**config.mk**
```make
export PLATFORM = sky130hd
export DESIGN_NAME = ttcs_top
export DESIGN_NICKNAME = d
export VERILOG_FILES = /design/src/ttcs_pkg.sv /design/src/ttcs_top.sv
export SDC_FILE = /design/constraint.sdc
export NUM_CORES = 1
export LEC_CHECK = 0
export ABC_AREA = 1
export BUFFER_PORTS_ARGS = -buffer_cell sky130_fd_sc_hd__buf_2
export CAP_MARGIN = 20
export CORE_ASPECT_RATIO = 0.75
export CORE_UTILIZATION = 55
export DETAILED_ROUTE_END_ITERATION = 7
export GPL_ROUTABILITY_DRIVEN = 0
export PLACE_DENSITY_LB_ADDON = 0.25
export SETUP_SLACK_MARGIN = 0.3
export SYNTH_ARGS = -nofsm -noshare
export SYNTH_HDL_FRONTEND = slang
export SYNTH_SLANG_ARGS = --single-unit
```
**constraint.sdc**
```tcl
create_clock -name sys_clk -period 6.1 [get_ports sys_clk]
set_input_delay 0.61 -clock sys_clk [delete_from_list [all_inputs] [get_ports sys_clk]]
set_output_delay 0.61 -clock sys_clk [all_outputs]
set_load 0.01 [all_outputs]
```
**src/ttcs_pkg.sv**
```systemverilog
/*
 * Shared constants and types for the tone transceiver control and status block.
 * Assumes a single 250 MHz system clock and a four-bit host data path.
 */
package ttcs_pkg;
    localparam int unsigned CLK_NS = 4;
    localparam int unsigned BURST_MS = 51;
    localparam int unsigned CP_BURST_MS = 102;
    localparam int unsigned BURST_CYC_DEF = BURST_MS * 1000000 / CLK_NS;
    localparam int unsigned CP_BURST_CYC_DEF = CP_BURST_MS * 1000000 / CLK_NS;
    localparam int unsigned CNT_W = 25;

    // First control register fields.
    localparam int unsigned FC_TONE_EN = 0;
    localparam int unsigned FC_CP = 1;
    localparam int unsigned FC_IE = 2;
    localparam int unsigned FC_REDIR = 3;
    // Second control register fields.
    localparam int unsigned SC_BURST_OFF = 0;
    localparam int unsigned SC_RX_PWDN = 1;
    localparam int unsigned SC_SINGLE = 2;
    localparam int unsigned SC_COLUMN = 3;
    // Status register fields.
    localparam int unsigned ST_IRQ = 0;
    localparam int unsigned ST_TXE = 1;
    localparam int unsigned ST_RXF = 2;
    localparam int unsigned ST_DSTEER = 3;

    localparam logic [3:0] FC_RESET = 4'h0;
    localparam logic [3:0] SC_RESET = 4'h0;
    localparam logic [3:0] STAT_RESET = 4'h0;

    typedef enum logic [2:0] {
        TTCS_IDLE = 3'h1,
        TTCS_TONE = 3'h2,
        TTCS_PAUSE = 3'h4
    } ttcs_burst_t;

    // Host pins: strobes active low, register select, write data.
    typedef struct packed {
        logic cs_n;
        logic wr_n;
        logic rd_n;
        logic rs;
        logic [3:0] wdata;
    } ttcs_bus_t;

    localparam ttcs_bus_t BUS_IDLE = '{cs_n: 1'b1, wr_n: 1'b1, rd_n: 1'b1, rs: 1'b0,
                                      wdata: 4'h0};

    typedef struct packed {
        ttcs_bus_t s1;
        ttcs_bus_t s2;
        ttcs_bus_t s3;
        ttcs_bus_t filt;
        logic [3:0] fc;
        logic [3:0] sc;
        logic redirect;
        logic [3:0] stat;
        logic [3:0] rx_data;
        ttcs_burst_t st;
        logic [CNT_W-1:0] cnt;
        logic [3:0] code;
        logic tone_act;
        logic [3:0] rdata;
        logic rdoe;
        logic pin_o;
        logic pin_oe;
    } ttcs_state_t;
endpackage

```
**src/ttcs_top.sv**
```systemverilog
/*
 * Control and status logic of a tone signalling transceiver: host register port,
 * two control registers sharing one address, read-to-clear status and burst timing.
 * Assumes the host pins are asynchronous and the receiver events are on sys_clk.
 */
`timescale 1ns/1ps
// Functional notes
// - Second control bit 0 low enables burst mode, high disables it.
// - Each transmit write in burst mode with first control bit 0 high starts a burst then an equal pause.
// - Pause end sets transmit-empty status bit 1 and interrupts if enabled.
// - Call progress mode doubles burst and pause lengths to 102 ms.
// - Burst off: tone lasts while first control bit 0 stays high.
// - Second control bit 1 high powers down both receivers.
// - Second control bit 2 high selects single tone, low dual tone.
// - Single tone: second control bit 3 high column tone, low row tone.
// - Status bit 0 set when bit 1 or 2 set, cleared by status read.
// - Status bit 1 set at pause end, cleared by read or burst off.
// - Status bit 2 set on a new received digit, cleared by status read.
// - Status bit 3 set on tone absence, cleared on valid tone detection.
// - Select low maps transmit/receive data; high maps control/status.
// - Redirect bit sends the next control write to the second register.
// - First control: bit 0 tone out, bit 1 call progress, bit 2 interrupt.
// - With interrupt enabled, the interrupt pin pulls low on received digit or transmit ready, or in call progress mode only while cp_wave is low.
module ttcs_top #(
    parameter int unsigned BURST_CYC = ttcs_pkg::BURST_CYC_DEF,
    parameter int unsigned CP_BURST_CYC = ttcs_pkg::CP_BURST_CYC_DEF
) (
    input wire logic sys_clk,
    input wire logic rstn,
    input wire ttcs_pkg::ttcs_bus_t host_bus,
    output logic [3:0] host_rdata,
    output logic host_rdata_oe,
    input wire logic rx_digit_valid,
    input wire logic [3:0] rx_digit,
    input wire logic rx_tone_absent,
    input wire logic rx_tone_present,
    input wire logic cp_wave,
    output logic tone_output_enable,
    output logic call_progress_mode_select,
    output logic receiver_power_gate,
    output logic single_tone_select,
    output logic column_tone_select,
    output logic tone_active,
    output logic [3:0] tone_code,
    output logic interrupt_or_tone_pin_o,
    output logic interrupt_or_tone_pin_oe
);
    localparam int CW = ttcs_pkg::CNT_W;

    logic rst_meta_r;
    logic rst_n_r;
    ttcs_pkg::ttcs_state_t q_r;
    ttcs_pkg::ttcs_state_t q_nxt;
    ttcs_pkg::ttcs_bus_t nf;
    logic wr_ev;
    logic rd_ev;

    // Burst and pause share one length, picked by the call progress bit.
    function automatic logic [CW-1:0] burst_last(input logic cp);
        burst_last = cp ? CW'(CP_BURST_CYC - 1) : CW'(BURST_CYC - 1);
    endfunction

    always_ff @(posedge sys_clk or negedge rstn) begin
        if (!rstn) begin
            rst_meta_r <= 1'b0;
            rst_n_r <= 1'b0;
        end else begin
            rst_meta_r <= 1'b1;
            rst_n_r <= rst_meta_r;
        end
    end

    // A pin change is taken only once the second and third stages agree.
    assign nf = (q_r.s2 == q_r.s3) ? q_r.s3 : q_r.filt;
    // Accesses act at the trailing edge of the strobe, while chip select is held.
    assign wr_ev = !q_r.filt.wr_n && nf.wr_n && !q_r.filt.cs_n;
    assign rd_ev = !q_r.filt.rd_n && nf.rd_n && !q_r.filt.cs_n;

    always_comb begin
        logic txe_set;
        logic burst_on;
        txe_set = 1'b0;
        q_nxt = q_r;
        q_nxt.s1 = host_bus;
        q_nxt.s2 = q_r.s1;
        q_nxt.s3 = q_r.s2;
        q_nxt.filt = nf;

        if (wr_ev && q_r.filt.rs) begin
            if (q_r.redirect) begin
                q_nxt.sc = q_r.filt.wdata;
                q_nxt.redirect = 1'b0;
            end else begin
                q_nxt.fc = q_r.filt.wdata;
                q_nxt.redirect = q_r.filt.wdata[ttcs_pkg::FC_REDIR];
            end
        end
        burst_on = !q_nxt.sc[ttcs_pkg::SC_BURST_OFF];

        case (q_r.st)
            ttcs_pkg::TTCS_IDLE: begin
                q_nxt.cnt = '0;
            end
            ttcs_pkg::TTCS_TONE: begin
                q_nxt.cnt = q_r.cnt + CW'(1);
                if (q_r.cnt >= burst_last(q_r.fc[ttcs_pkg::FC_CP])) begin
                    q_nxt.st = ttcs_pkg::TTCS_PAUSE;
                    q_nxt.cnt = '0;
                end
            end
            ttcs_pkg::TTCS_PAUSE: begin
                q_nxt.cnt = q_r.cnt + CW'(1);
                if (q_r.cnt >= burst_last(q_r.fc[ttcs_pkg::FC_CP])) begin
                    q_nxt.st = ttcs_pkg::TTCS_IDLE;
                    q_nxt.cnt = '0;
                    txe_set = 1'b1;
                end
            end
            default: begin
                q_nxt.st = ttcs_pkg::TTCS_IDLE;
                q_nxt.cnt = '0;
            end
        endcase

        // A new digit restarts the burst; the host is meant to wait for ready.
        if (wr_ev && !q_r.filt.rs) begin
            q_nxt.code = q_r.filt.wdata;
            if (burst_on) begin
                q_nxt.st = ttcs_pkg::TTCS_TONE;
                q_nxt.cnt = '0;
            end
        end
        if (!burst_on || !q_nxt.fc[ttcs_pkg::FC_TONE_EN]) begin
            q_nxt.st = ttcs_pkg::TTCS_IDLE;
            q_nxt.cnt = '0;
            txe_set = 1'b0;
        end

        if (rx_digit_valid) begin
            q_nxt.rx_data = rx_digit;
        end

        // Flags are cleared after the read so the host sees the old value.
        if (rd_ev && q_r.filt.rs) begin
            q_nxt.stat[ttcs_pkg::ST_IRQ] = 1'b0;
            q_nxt.stat[ttcs_pkg::ST_TXE] = 1'b0;
            q_nxt.stat[ttcs_pkg::ST_RXF] = 1'b0;
        end
        if (txe_set) begin
            q_nxt.stat[ttcs_pkg::ST_TXE] = 1'b1;
        end
        if (!burst_on) begin
            q_nxt.stat[ttcs_pkg::ST_TXE] = 1'b0;
        end
        if (rx_digit_valid) begin
            q_nxt.stat[ttcs_pkg::ST_RXF] = 1'b1;
        end
        if (txe_set || rx_digit_valid) begin
            q_nxt.stat[ttcs_pkg::ST_IRQ] = 1'b1;
        end
        if (rx_tone_present) begin
            q_nxt.stat[ttcs_pkg::ST_DSTEER] = 1'b0;
        end
        if (rx_tone_absent) begin
            q_nxt.stat[ttcs_pkg::ST_DSTEER] = 1'b1;
        end

        if (burst_on) begin
            q_nxt.tone_act = q_nxt.st == ttcs_pkg::TTCS_TONE;
        end else begin
            q_nxt.tone_act = q_nxt.fc[ttcs_pkg::FC_TONE_EN];
        end

        q_nxt.rdoe = !nf.cs_n && !nf.rd_n;
        q_nxt.rdata = nf.rs ? q_r.stat : q_r.rx_data;
        q_nxt.pin_o = 1'b0;
        if (!q_nxt.fc[ttcs_pkg::FC_IE]) begin
            q_nxt.pin_oe = 1'b0;
        end else if (q_nxt.fc[ttcs_pkg::FC_CP]) begin
            q_nxt.pin_oe = !cp_wave;
        end else begin
            q_nxt.pin_oe = q_nxt.stat[ttcs_pkg::ST_IRQ];
        end
    end

    always_ff @(posedge sys_clk or negedge rst_n_r) begin
        if (!rst_n_r) begin
            q_r.s1 <= ttcs_pkg::BUS_IDLE;
            q_r.s2 <= ttcs_pkg::BUS_IDLE;
            q_r.s3 <= ttcs_pkg::BUS_IDLE;
            q_r.filt <= ttcs_pkg::BUS_IDLE;
            q_r.fc <= ttcs_pkg::FC_RESET;
            q_r.sc <= ttcs_pkg::SC_RESET;
            q_r.redirect <= 1'b0;
            q_r.stat <= ttcs_pkg::STAT_RESET;
            q_r.rx_data <= 4'h0;
            q_r.st <= ttcs_pkg::TTCS_IDLE;
            q_r.cnt <= '0;
            q_r.code <= 4'h0;
            q_r.tone_act <= 1'b0;
            q_r.rdata <= 4'h0;
            q_r.rdoe <= 1'b0;
            q_r.pin_o <= 1'b0;
            q_r.pin_oe <= 1'b0;
        end else begin
            q_r <= q_nxt;
        end
    end

    assign host_rdata = q_r.rdata;
    assign host_rdata_oe = q_r.rdoe;
    assign tone_output_enable = q_r.fc[ttcs_pkg::FC_TONE_EN];
    assign call_progress_mode_select = q_r.fc[ttcs_pkg::FC_CP];
    assign receiver_power_gate = q_r.sc[ttcs_pkg::SC_RX_PWDN];
    assign single_tone_select = q_r.sc[ttcs_pkg::SC_SINGLE];
    assign column_tone_select = q_r.sc[ttcs_pkg::SC_COLUMN];
    assign tone_active = q_r.tone_act;
    assign tone_code = q_r.code;
    assign interrupt_or_tone_pin_o = q_r.pin_o;
    assign interrupt_or_tone_pin_oe = q_r.pin_oe;

    a_burst_off_txe: assert property (@(posedge sys_clk) disable iff (!rst_n_r)
        q_r.sc[ttcs_pkg::SC_BURST_OFF] |-> !q_r.stat[ttcs_pkg::ST_TXE])
        else $error("transmit empty set while burst mode off");
    a_irq_follows: assert property (@(posedge sys_clk) disable iff (!rst_n_r)
        (q_r.stat[ttcs_pkg::ST_TXE] || q_r.stat[ttcs_pkg::ST_RXF]) |-> q_r.stat[ttcs_pkg::ST_IRQ])
        else $error("interrupt status missing while a cause is set");
    a_tone_to_pause: assert property (@(posedge sys_clk) disable iff (!rst_n_r)
        q_r.st == ttcs_pkg::TTCS_TONE && q_r.cnt == burst_last(q_r.fc[ttcs_pkg::FC_CP])
        && !wr_ev && q_r.sc == $past(q_r.sc) |=> q_r.st != ttcs_pkg::TTCS_TONE)
        else $error("burst did not end on time");
    a_pause_end_txe: assert property (@(posedge sys_clk) disable iff (!rst_n_r)
        q_r.st == ttcs_pkg::TTCS_PAUSE && q_r.cnt == burst_last(q_r.fc[ttcs_pkg::FC_CP])
        && !wr_ev |=> q_r.stat[ttcs_pkg::ST_TXE] && q_r.stat[ttcs_pkg::ST_IRQ])
        else $error("pause end did not set transmit empty");
    a_redirect_use: assert property (@(posedge sys_clk) disable iff (!rst_n_r)
        wr_ev && q_r.filt.rs && q_r.redirect |=> !q_r.redirect && q_r.sc == $past(q_r.filt.wdata))
        else $error("redirected write missed second control register");
    a_rx_full: assert property (@(posedge sys_clk) disable iff (!rst_n_r)
        rx_digit_valid |=> q_r.stat[ttcs_pkg::ST_RXF] && q_r.rx_data == $past(rx_digit))
        else $error("received digit not flagged");
    a_steer_clear: assert property (@(posedge sys_clk) disable iff (!rst_n_r)
        rx_tone_present && !rx_tone_absent |=> !q_r.stat[ttcs_pkg::ST_DSTEER])
        else $error("delayed steering not cleared");
    a_level_tone: assert property (@(posedge sys_clk) disable iff (!rst_n_r)
        q_r.sc[ttcs_pkg::SC_BURST_OFF] |-> q_r.tone_act == q_r.fc[ttcs_pkg::FC_TONE_EN])
        else $error("tone does not follow tone enable");
    a_read_clear: assert property (@(posedge sys_clk) disable iff (!rst_n_r)
        rd_ev && q_r.filt.rs && !rx_digit_valid && q_r.st != ttcs_pkg::TTCS_PAUSE
        |=> !q_r.stat[ttcs_pkg::ST_IRQ])
        else $error("status read did not clear interrupt flag");
    a_pin_irq: assert property (@(posedge sys_clk) disable iff (!rst_n_r)
        q_r.fc[ttcs_pkg::FC_IE] && !q_r.fc[ttcs_pkg::FC_CP]
        |-> q_r.pin_oe == q_r.stat[ttcs_pkg::ST_IRQ])
        else $error("interrupt pin does not match status");
endmodule

```
## Yosys cells after proc, flatten, opt, wreduce, memory -nomap -nowiden

Index checks and enable logic that the tools add are counted.

| word-level totals | value |
|---|---|
| register bits | 89 |
| logic and storage cells | 94 |

| operators by class | value |
|---|---|
| add/sub/neg operators | 1 |
| magnitude comparators | 1 |
| equality and inequality tests | 5 |
| multiplexer cells | 27 |
| reductions and logical operators | 22 |

Operator list:

| operator | count |
|---|---|
| two-way mux 28 bit | 4 |
| one-hot mux 25 bit (2 select lines) | 1 |
| two-way mux 32 bit | 1 |
| adder 25 x 1 -> 25 bit (second input constant) | 1 |
| >= comparator 25 bit | 1 |
| two-way mux 25 bit | 1 |
| two-way mux 8 bit | 2 |
| two-way mux 1 bit | 13 |
| one-hot mux 3 bit (3 select lines) | 1 |
| == test 8 bit | 1 |
| logical AND 1 bit | 8 |
| zero test 1 bit | 8 |
| two-way mux 4 bit | 2 |
| == test 3 x 2 -> 1 bit (second input constant) | 2 |
| two-way mux 3 bit | 2 |
| nonzero test 2 bit | 2 |
| == test 3 x 1 -> 1 bit (second input constant) | 1 |
| == test 3 bit (second input constant) | 1 |
| nonzero test 3 bit | 1 |
| logical OR 1 bit | 2 |
| AND reduction 2 bit | 1 |

## Longest topological paths before layout

Gate-level depths: netlist of the first run.

| logic depth | value |
|---|---|
| depth after elaboration | 13 |
| gate-level depth with buffers | 15 |

## Worst setup path after synthesis of the first run

No wires, ideal clock.

| timing | value |
|---|---|
| path type | reg-to-reg |
| start | register q_r, in the netlist call_progress_mode_select |
| end | register q_r[25] (netlist name) |
| setup time | 0.068 ns |
| data arrival time | 2.198 ns |
| data required time | 6.032 ns |
| slack | 3.834 ns |
| stages on the path, launching flop included | 14 |
| buffers on the path | 1 |
| period minus slack after synthesis | 2.266 ns |
| cell sequence | dfrtp_1 inv_1 ha_1 and3_1 nand3_1 inv_1 a21oi_1 nand2_1 nor2_2 nand2_2 nor2_4 inv_6 buf_12 nor2_4 |

RTL lines:

| item | line | source |
|---|---|---|
| start, declared | ttcs_top.sv:52 | `ttcs_pkg::ttcs_state_t q_r;` |
| start signal, assigned | ttcs_top.sv:206 | `q_r <= q_nxt;` |

==> run_results.csv, run 1 <==
group,metric,value,unit
synth,yosysMostFrequentCell,"nand2_1",
sta,slew_violations,0,
placement,placed_cell_area,4370,um2
global_routing,grt_pass1_wl,13.2,mm
placement,port_buffers,33,
layout,fin_area,4610,um2
sta,fin_crit,2.58,ns
sta,rsz0062_at_grt,"no",
clock_tree,clock-sinks,89,
drt,via_per_inst,5.03,
die,die_h,77.5,um
placement,dp_hpwl,5.52,mm
die,rows,27,
synth,synth_edf_count,0,
die,ios,35,
clock_tree,cts-htree-levels,3,
layout,area_growth,10.1,%
sta,tightest_slew,0.561,ns
die,die-width,103,um
outcome,outcome,"finished, final reports clean",
power,leakagePower,2.09,nW
worst_setup_path,path_max_fanout,18,
worst_setup_path,critPathTopFamily,"simple AND/OR/NAND/NOR gates",
drt,wire_per_inst,12.7,um
synth,synth.area.top_cells,"dfrtp_1, nand2_1, dfstp_2",
worst_setup_path,cp_slowest_cell,"dfrtp_1",
worst_setup_path,path_cells,"inv_1, ha_1, nand2_1, nor3_1, nand3_1, nor2_1, nand2_1, nand2_1, nor2_2, nand2_2, nor2_4, inv_6, nor2_1",
flow_run,cap_violations,0,
clock_tree,clk_latency,0.37,ns
sta,setup_tns,0,ns
clock_tree,cts_resized,0,
sta,max_slew_margin,0.624,
layout,diodes,0,
synth,syn_inst,457,
synth,syn_area,4180,um2
clock_tree,cts_tree,"built",
worst_setup_path,critPathLaunchType,"flip-flop",
synth,synth_top_area_frac,0.455,
worst_setup_path,cp-end-kind,"flip-flop",
drt,vias,3000,
sta,fin_skew,0.00675,ns
synth,synth_area_per_cell,9.16,um2
worst_setup_path,cp_data_required_time,6.35,ns
synth,seq_area_frac_synth,0.536,
drt,postRouteAntennaNets,0,
worst_setup_path,cp_common_cell,"nand2_1",
sta,period_share,0.423,
global_routing,overflow,0,
synth,synth-seq-cells,89,
drt,drtIter0Drc,174,
drt,routed_wl,7.56,mm
clock_tree,post_cts_buffers,0,
die,core_region_area,7360,um2
worst_setup_path,worstPathArrival,2.83,ns
synth,yosys_warnings,0,
power,power.density,233,nW/um2
clock_tree,cts_root_buffer,"clkbuf_8",
clock_tree,clk_path_buf_depth,2,
worst_hold_path,hold_class,"reg -> async",
synth,synth_fp_nets,489,
sta,fmax,388,MHz
worst_setup_path,cpPeakStageDelay,0.54,ns
layout,finalNetCount,522,
global_routing,grt_max_degree,88,
clock_tree,clk_pin_slew_worst_paths,0.10,ns
global_routing,grt_pass1_vias,2833,
worst_setup_path,crit_buf_inv,2,
synth,synth_area_leader_cell,"dfrtp_1",
global_routing,grt_usage,0.218,
layout,drive_above_1_share,0.184,
worst_setup_path,path_class,"reg -> reg",
die,dieArea,7960,um2
power,ir_worst_vdd,0.185,mV
layout,final_core_util,0.626,
sta,finalSetupViolations,0,
clock_tree,ctsHoldBuffers,1,
drt,dr.pass1.iters,5,
global_routing,antenna_found_initial,0,
sta,finalHoldViolations,0,
drt,drc,0,
synth,synth.distinct_cells,38,
synth,async_flop_share,1.00,
synth,synth_common_cells,"nand2_1, dfrtp_1, inv_1, nor2_1, o21ai_0",
synth,synth_flop_cell,"dfrtp_1",
clock_tree,cts_made_buffers,9,
die,initial_core_util,0.568,
through the flow:
stage                     setup WS [ns]  power (mW)  hold WS (ns)  std cells
final                              3.52        1.08         0.223        596
after global routing               3.32        1.12         0.249        596
after CTS                          3.53        1.09         0.312        595
after detailed placement           3.56       0.684         0.335        578
after global placement             3.58       0.682         0.332        578
after floorplan                    3.46       0.668         0.314        457
path summary, 6_finish.rpt:
path | from | to | slack, ns | cells after the start
min in group sys_clk | host_bus[5] | q_nxt[78] | 0.33 | 1
max in group asynchronous | rst_n_r | q_r[64] | 5.23 | 1
worst max register to register | call_progress_mode_select | q_r[14] | 3.52 | 13
worst max-delay path | call_progress_mode_select | q_r[14] | 3.52 | 13
worst min register to register | rst_n_r | host_rdata[3] | 0.22 | 0
worst min-delay path | rst_n_r | host_rdata[3] | 0.22 | 0
layout by cell type, fill, tap and decap left out, types with 2 or more instances in the layout:
master	count
nand4_1	7
inv_8	3
a21oi_1	8
nand2_4	2
nand2_2	2
dfrtp_1	75
inv_1	54
buf_2	33
a21o_1	2
nand3_1	24
nor2_2	7
clkbuf_8	9
nand3b_1	3
clkinvlp_4	2
dfstp_2	13
nor2_4	11
nor4_1	2
inv_6	2
o21bai_1	2
xnor2_1	5
conb_1	2
ha_1	14
nor3_1	11
nand2_1	100
o21ai_0	34
xor2_1	9
nor2_1	44
where the power goes:
part / internal, mW / total, mW / switching [mW]
Combinational: 0.0176 / 0.0468 / 0.0291
Sequential: 0.614 / 0.627 / 0.0136
Clock: 0.161 / 0.401 / 0.240
layout make-up:
type	count	area (um2)
multi-input combinational	299	1620
sequential	89	2250
clock buffer	9	124
inverter	56	215
tap	101	126
timing repair buffer	35	203
clock inverter	7	73.8
fill	631	2760
registers in the layout (all words and copies together), names as in the netlist:
name and flops:
single_tone_select 1, call_progress_mode_select 1, q_nxt 16, column_tone_select 1, interrupt_or_tone_pin_oe 1, receiver_power_gate 1, rst_n_r 1, tone_code 4
host_rdata 4, rst_meta_r 1, tone_active 1, host_rdata_oe 1, q_r 55, tone_output_enable 1
kinds of logic after synthesis:
group,after synthesis,share of synthesized area
other,2,0.00179
xor gates and xnor gates,14,0.0293
AOI/OAI and AO/OA,51,0.0661
adders and majority gates,14,0.0419
buffers and inverters,69,0.0769
and+or+nand+nor,218,0.248
DFF,89,0.536
metal layers:
layer,vias to the layer above,share of wire,GRT usage
met1,1406,0.50,0.316
met3,12,0.040,0.0505
li1,1515,-,-
met5,-,0,0
met2,67,0.45,0.321
met4,0,0.012,0.0771
(Power assumes the default switching activity.)
==> run 2: changes to the inputs <==
==> constraint.sdc (replaced) <==
create_clock -name sys_clk -period 2.7 [get_ports sys_clk]
set_input_delay 0.27 -clock sys_clk [delete_from_list [all_inputs] [get_ports sys_clk]]
set_output_delay 0.27 -clock sys_clk [all_outputs]
set_load 0.01 [all_outputs]
==> run 2 against run 1 <==
Effect of this change: final cell count up 1.7%; worst hold slack got worse by 0.22 ns; power is 120% higher; die area stayed put; first-iteration DRC count fell by 21%; maximum frequency is 13% higher; setup slack worse by 3.1 ns; register-to-register slack got worse by 3.1 ns; combinational power is 120% higher; sequential power increased by 130%.
==> run_results.csv, run 2 (same netlist as run 1, synthesis figures left out) <==
group,metric,value,unit
sta,rsz0062_at_grt,"yes",
drt,wire_per_inst,13.3,um
placement,port_buffers,33,
layout,seqCellArea,2250,um2
global_routing,grt_pass1_vias,2909,
power,combPwrFrac,0.043,
layout,fillers,644,
flow_run,cap_violations,0,
worst_setup_path,crit_end,"interrupt_or_tone_pin_oe",
layout,final_common_cell,"nand2_1",
worst_setup_path,critPathLaunchType,"flip-flop",
power,p_switching,0.576,mW
sta,fmax,438,MHz
layout,multi_input_area,1720,um2
die,rows,27,
drt,drtIter0Drc,138,
worst_setup_path,cp-startpoint,"call_progress_mode_select",
sta,finalSetupViolations,0,
worst_setup_path,cp_data_required_time,3.01,ns
drt,via_per_inst,5.08,
power,power.density,501,nW/um2
clock_tree,clk_pin_slew_worst_paths,0.09,ns
clock_tree,clk_latency,0.36,ns
die,core_region_area,7360,um2
global_routing,grt_usage,0.220,
sta,tightest_slew,0.630,ns
sta,finalHoldViolations,0,
worst_setup_path,path_max_fanout,6,
clock_tree,cts_root_buffer,"clkbuf_8",
sta,setup_tns,0,ns
worst_setup_path,rr_startpoint,"call_progress_mode_select",
drt,routed_wl,8.06,mm
clock_tree,clk_path_buf_depth,2,
global_routing,grt_pass1_wl,13.5,mm
global_routing,overflow,0,
sta,max_slew_margin,0.577,
sta,fin_skew,0.0108,ns
power,ir_worst_vdd,0.383,mV
sta,slew_violations,0,
outcome,outcome,"finished, final reports clean",
power,p_clk_frac,0.365,
worst_setup_path,worstPathArrival,2.59,ns
drt,dr.pass1.iters,5,
worst_setup_path,cp-end-kind,"flip-flop",
die,die_h,77.5,um
layout,regMostFlops,"q_r",
layout,drive_above_1_share,0.216,
drt,drc,0,
power,switching_share,0.240,
worst_setup_path,reg2reg_depth,15,
worst_hold_path,hold_class,"in -> reg",
clock_tree,cts-htree-levels,3,
layout,fin_cells,606,
die,dieArea,7960,um2
layout,area_growth,14.4,%
global_routing,antenna_found_initial,0,
worst_setup_path,path_class,"reg -> reg",
layout,finalNetCount,532,
clock_tree,cts_tree,"built",
worst_setup_path,reg2reg_to,"interrupt_or_tone_pin_oe",
die,die-width,103,um
drt,vias,3079,
sta,period_share,0.846,
sta,fin_crit,2.28,ns
placement,placed_cell_area,4410,um2
power,pwr-share-seq,0.593,
power,internal_power,1.82,mW
sta,fin_hold_ws,0.00639,ns
global_routing,grt_max_degree,49,
drt,postRouteAntennaNets,0,
layout,diodes,0,
worst_setup_path,rrSetupSlack,0.42,ns
power,leakagePower,2.14,nW
die,initial_core_util,0.568,
layout,fin_area,4790,um2
clock_tree,cts_made_buffers,9,
placement,dp_cells,581,
layout,final_cell_mix,"nand2_1, dfrtp_1, inv_1, nor2_1, o21ai_0",
die,ios,35,
clock_tree,clock-sinks,89,
layout,largest_register_ffs,55,
placement,dp_hpwl,5.76,mm
run 2: worst min path at each step:
stage | startpoint | end | slack (ns) | depth (start not counted)
finish | host_bus[3] | q_nxt[76] | 0.006 | 1
floorplan | rstn | rst_meta_r | -0.03 | 0
CTS | host_bus[3] | q_nxt[76] | 0.0007 | 1
global route | host_bus[1] | q_nxt[74] | -0.00002 | 1
global placement | rstn | rst_meta_r | 0.06 | 1
detailed placement | rstn | rst_n_r | 0.06 | 1
run 2: timing repair:
| item | CTS | global route |
|---|---|---|
| hold endpoints to repair | 5 | 1 |
| endpoints found under the setup margin | 22 | 23 |
| pin swaps | 0 | 4 |
| resized for setup | 2 | 13 |
| hold buffers | 4 | 1 |
| buffers inserted | 1 | 3 |
run 2: worst max-delay path, cell delays in order, from the launching register on:
cell	delay (ns)
dfrtp_2	0.40
clkinvlp_4	0.12
buf_4	0.18
ha_4	0.27
nand2_1	0.09
nor3_2	0.20
nand3_1	0.10
nor2_1	0.12
nand2_1	0.10
nand2_4	0.10
inv_1	0.08
nor2_1	0.11
nand3_1	0.15
nand3_1	0.11
nand2_1	0.05
inv_1	0.05
run 2: routing by layer:
metal,part of all wire,vias to the layer above,routed length (um),global-route usage
met5,0,-,0,0
met4,0.015,0,120,0.0586
met3,0.046,13,368,0.0577
met2,0.44,77,3560,0.327
met1,0.50,1455,4020,0.318
li1,-,1534,-,-
run 2: area by class of cell:
class                      instances  share of cell area
clock inverter                     4             0.00758
multi-input combinational        299               0.360
clock buffer                      12              0.0324
timing repair buffer              45              0.0585
inverter                          56              0.0457
tap                              101              0.0264
sequential                        89               0.470
run 2: power groups by stage:
stage	Combinational [mW]	Sequential, mW	Clock [mW]
after floorplan	0.0603	1.45	0
after global placement	0.0955	1.45	0
after detailed placement	0.0981	1.45	0
after CTS	0.103	1.42	0.899
after global routing	0.118	1.43	0.945
final	0.102	1.42	0.875
run 2: stage by stage:
step | util | total power [mW] | setup WS [ns]
6_report | 0.650 | 2.40 | 0.416
5_1_grt | 0.650 | 2.49 | 0.254
4_1_cts | 0.632 | 2.43 | 0.377
3_5_place_dp | 0.599 | 1.55 | 0.203
3_3_place_gp | 0.599 | 1.54 | 0.365
2_1_floorplan | - | 1.51 | 0.434
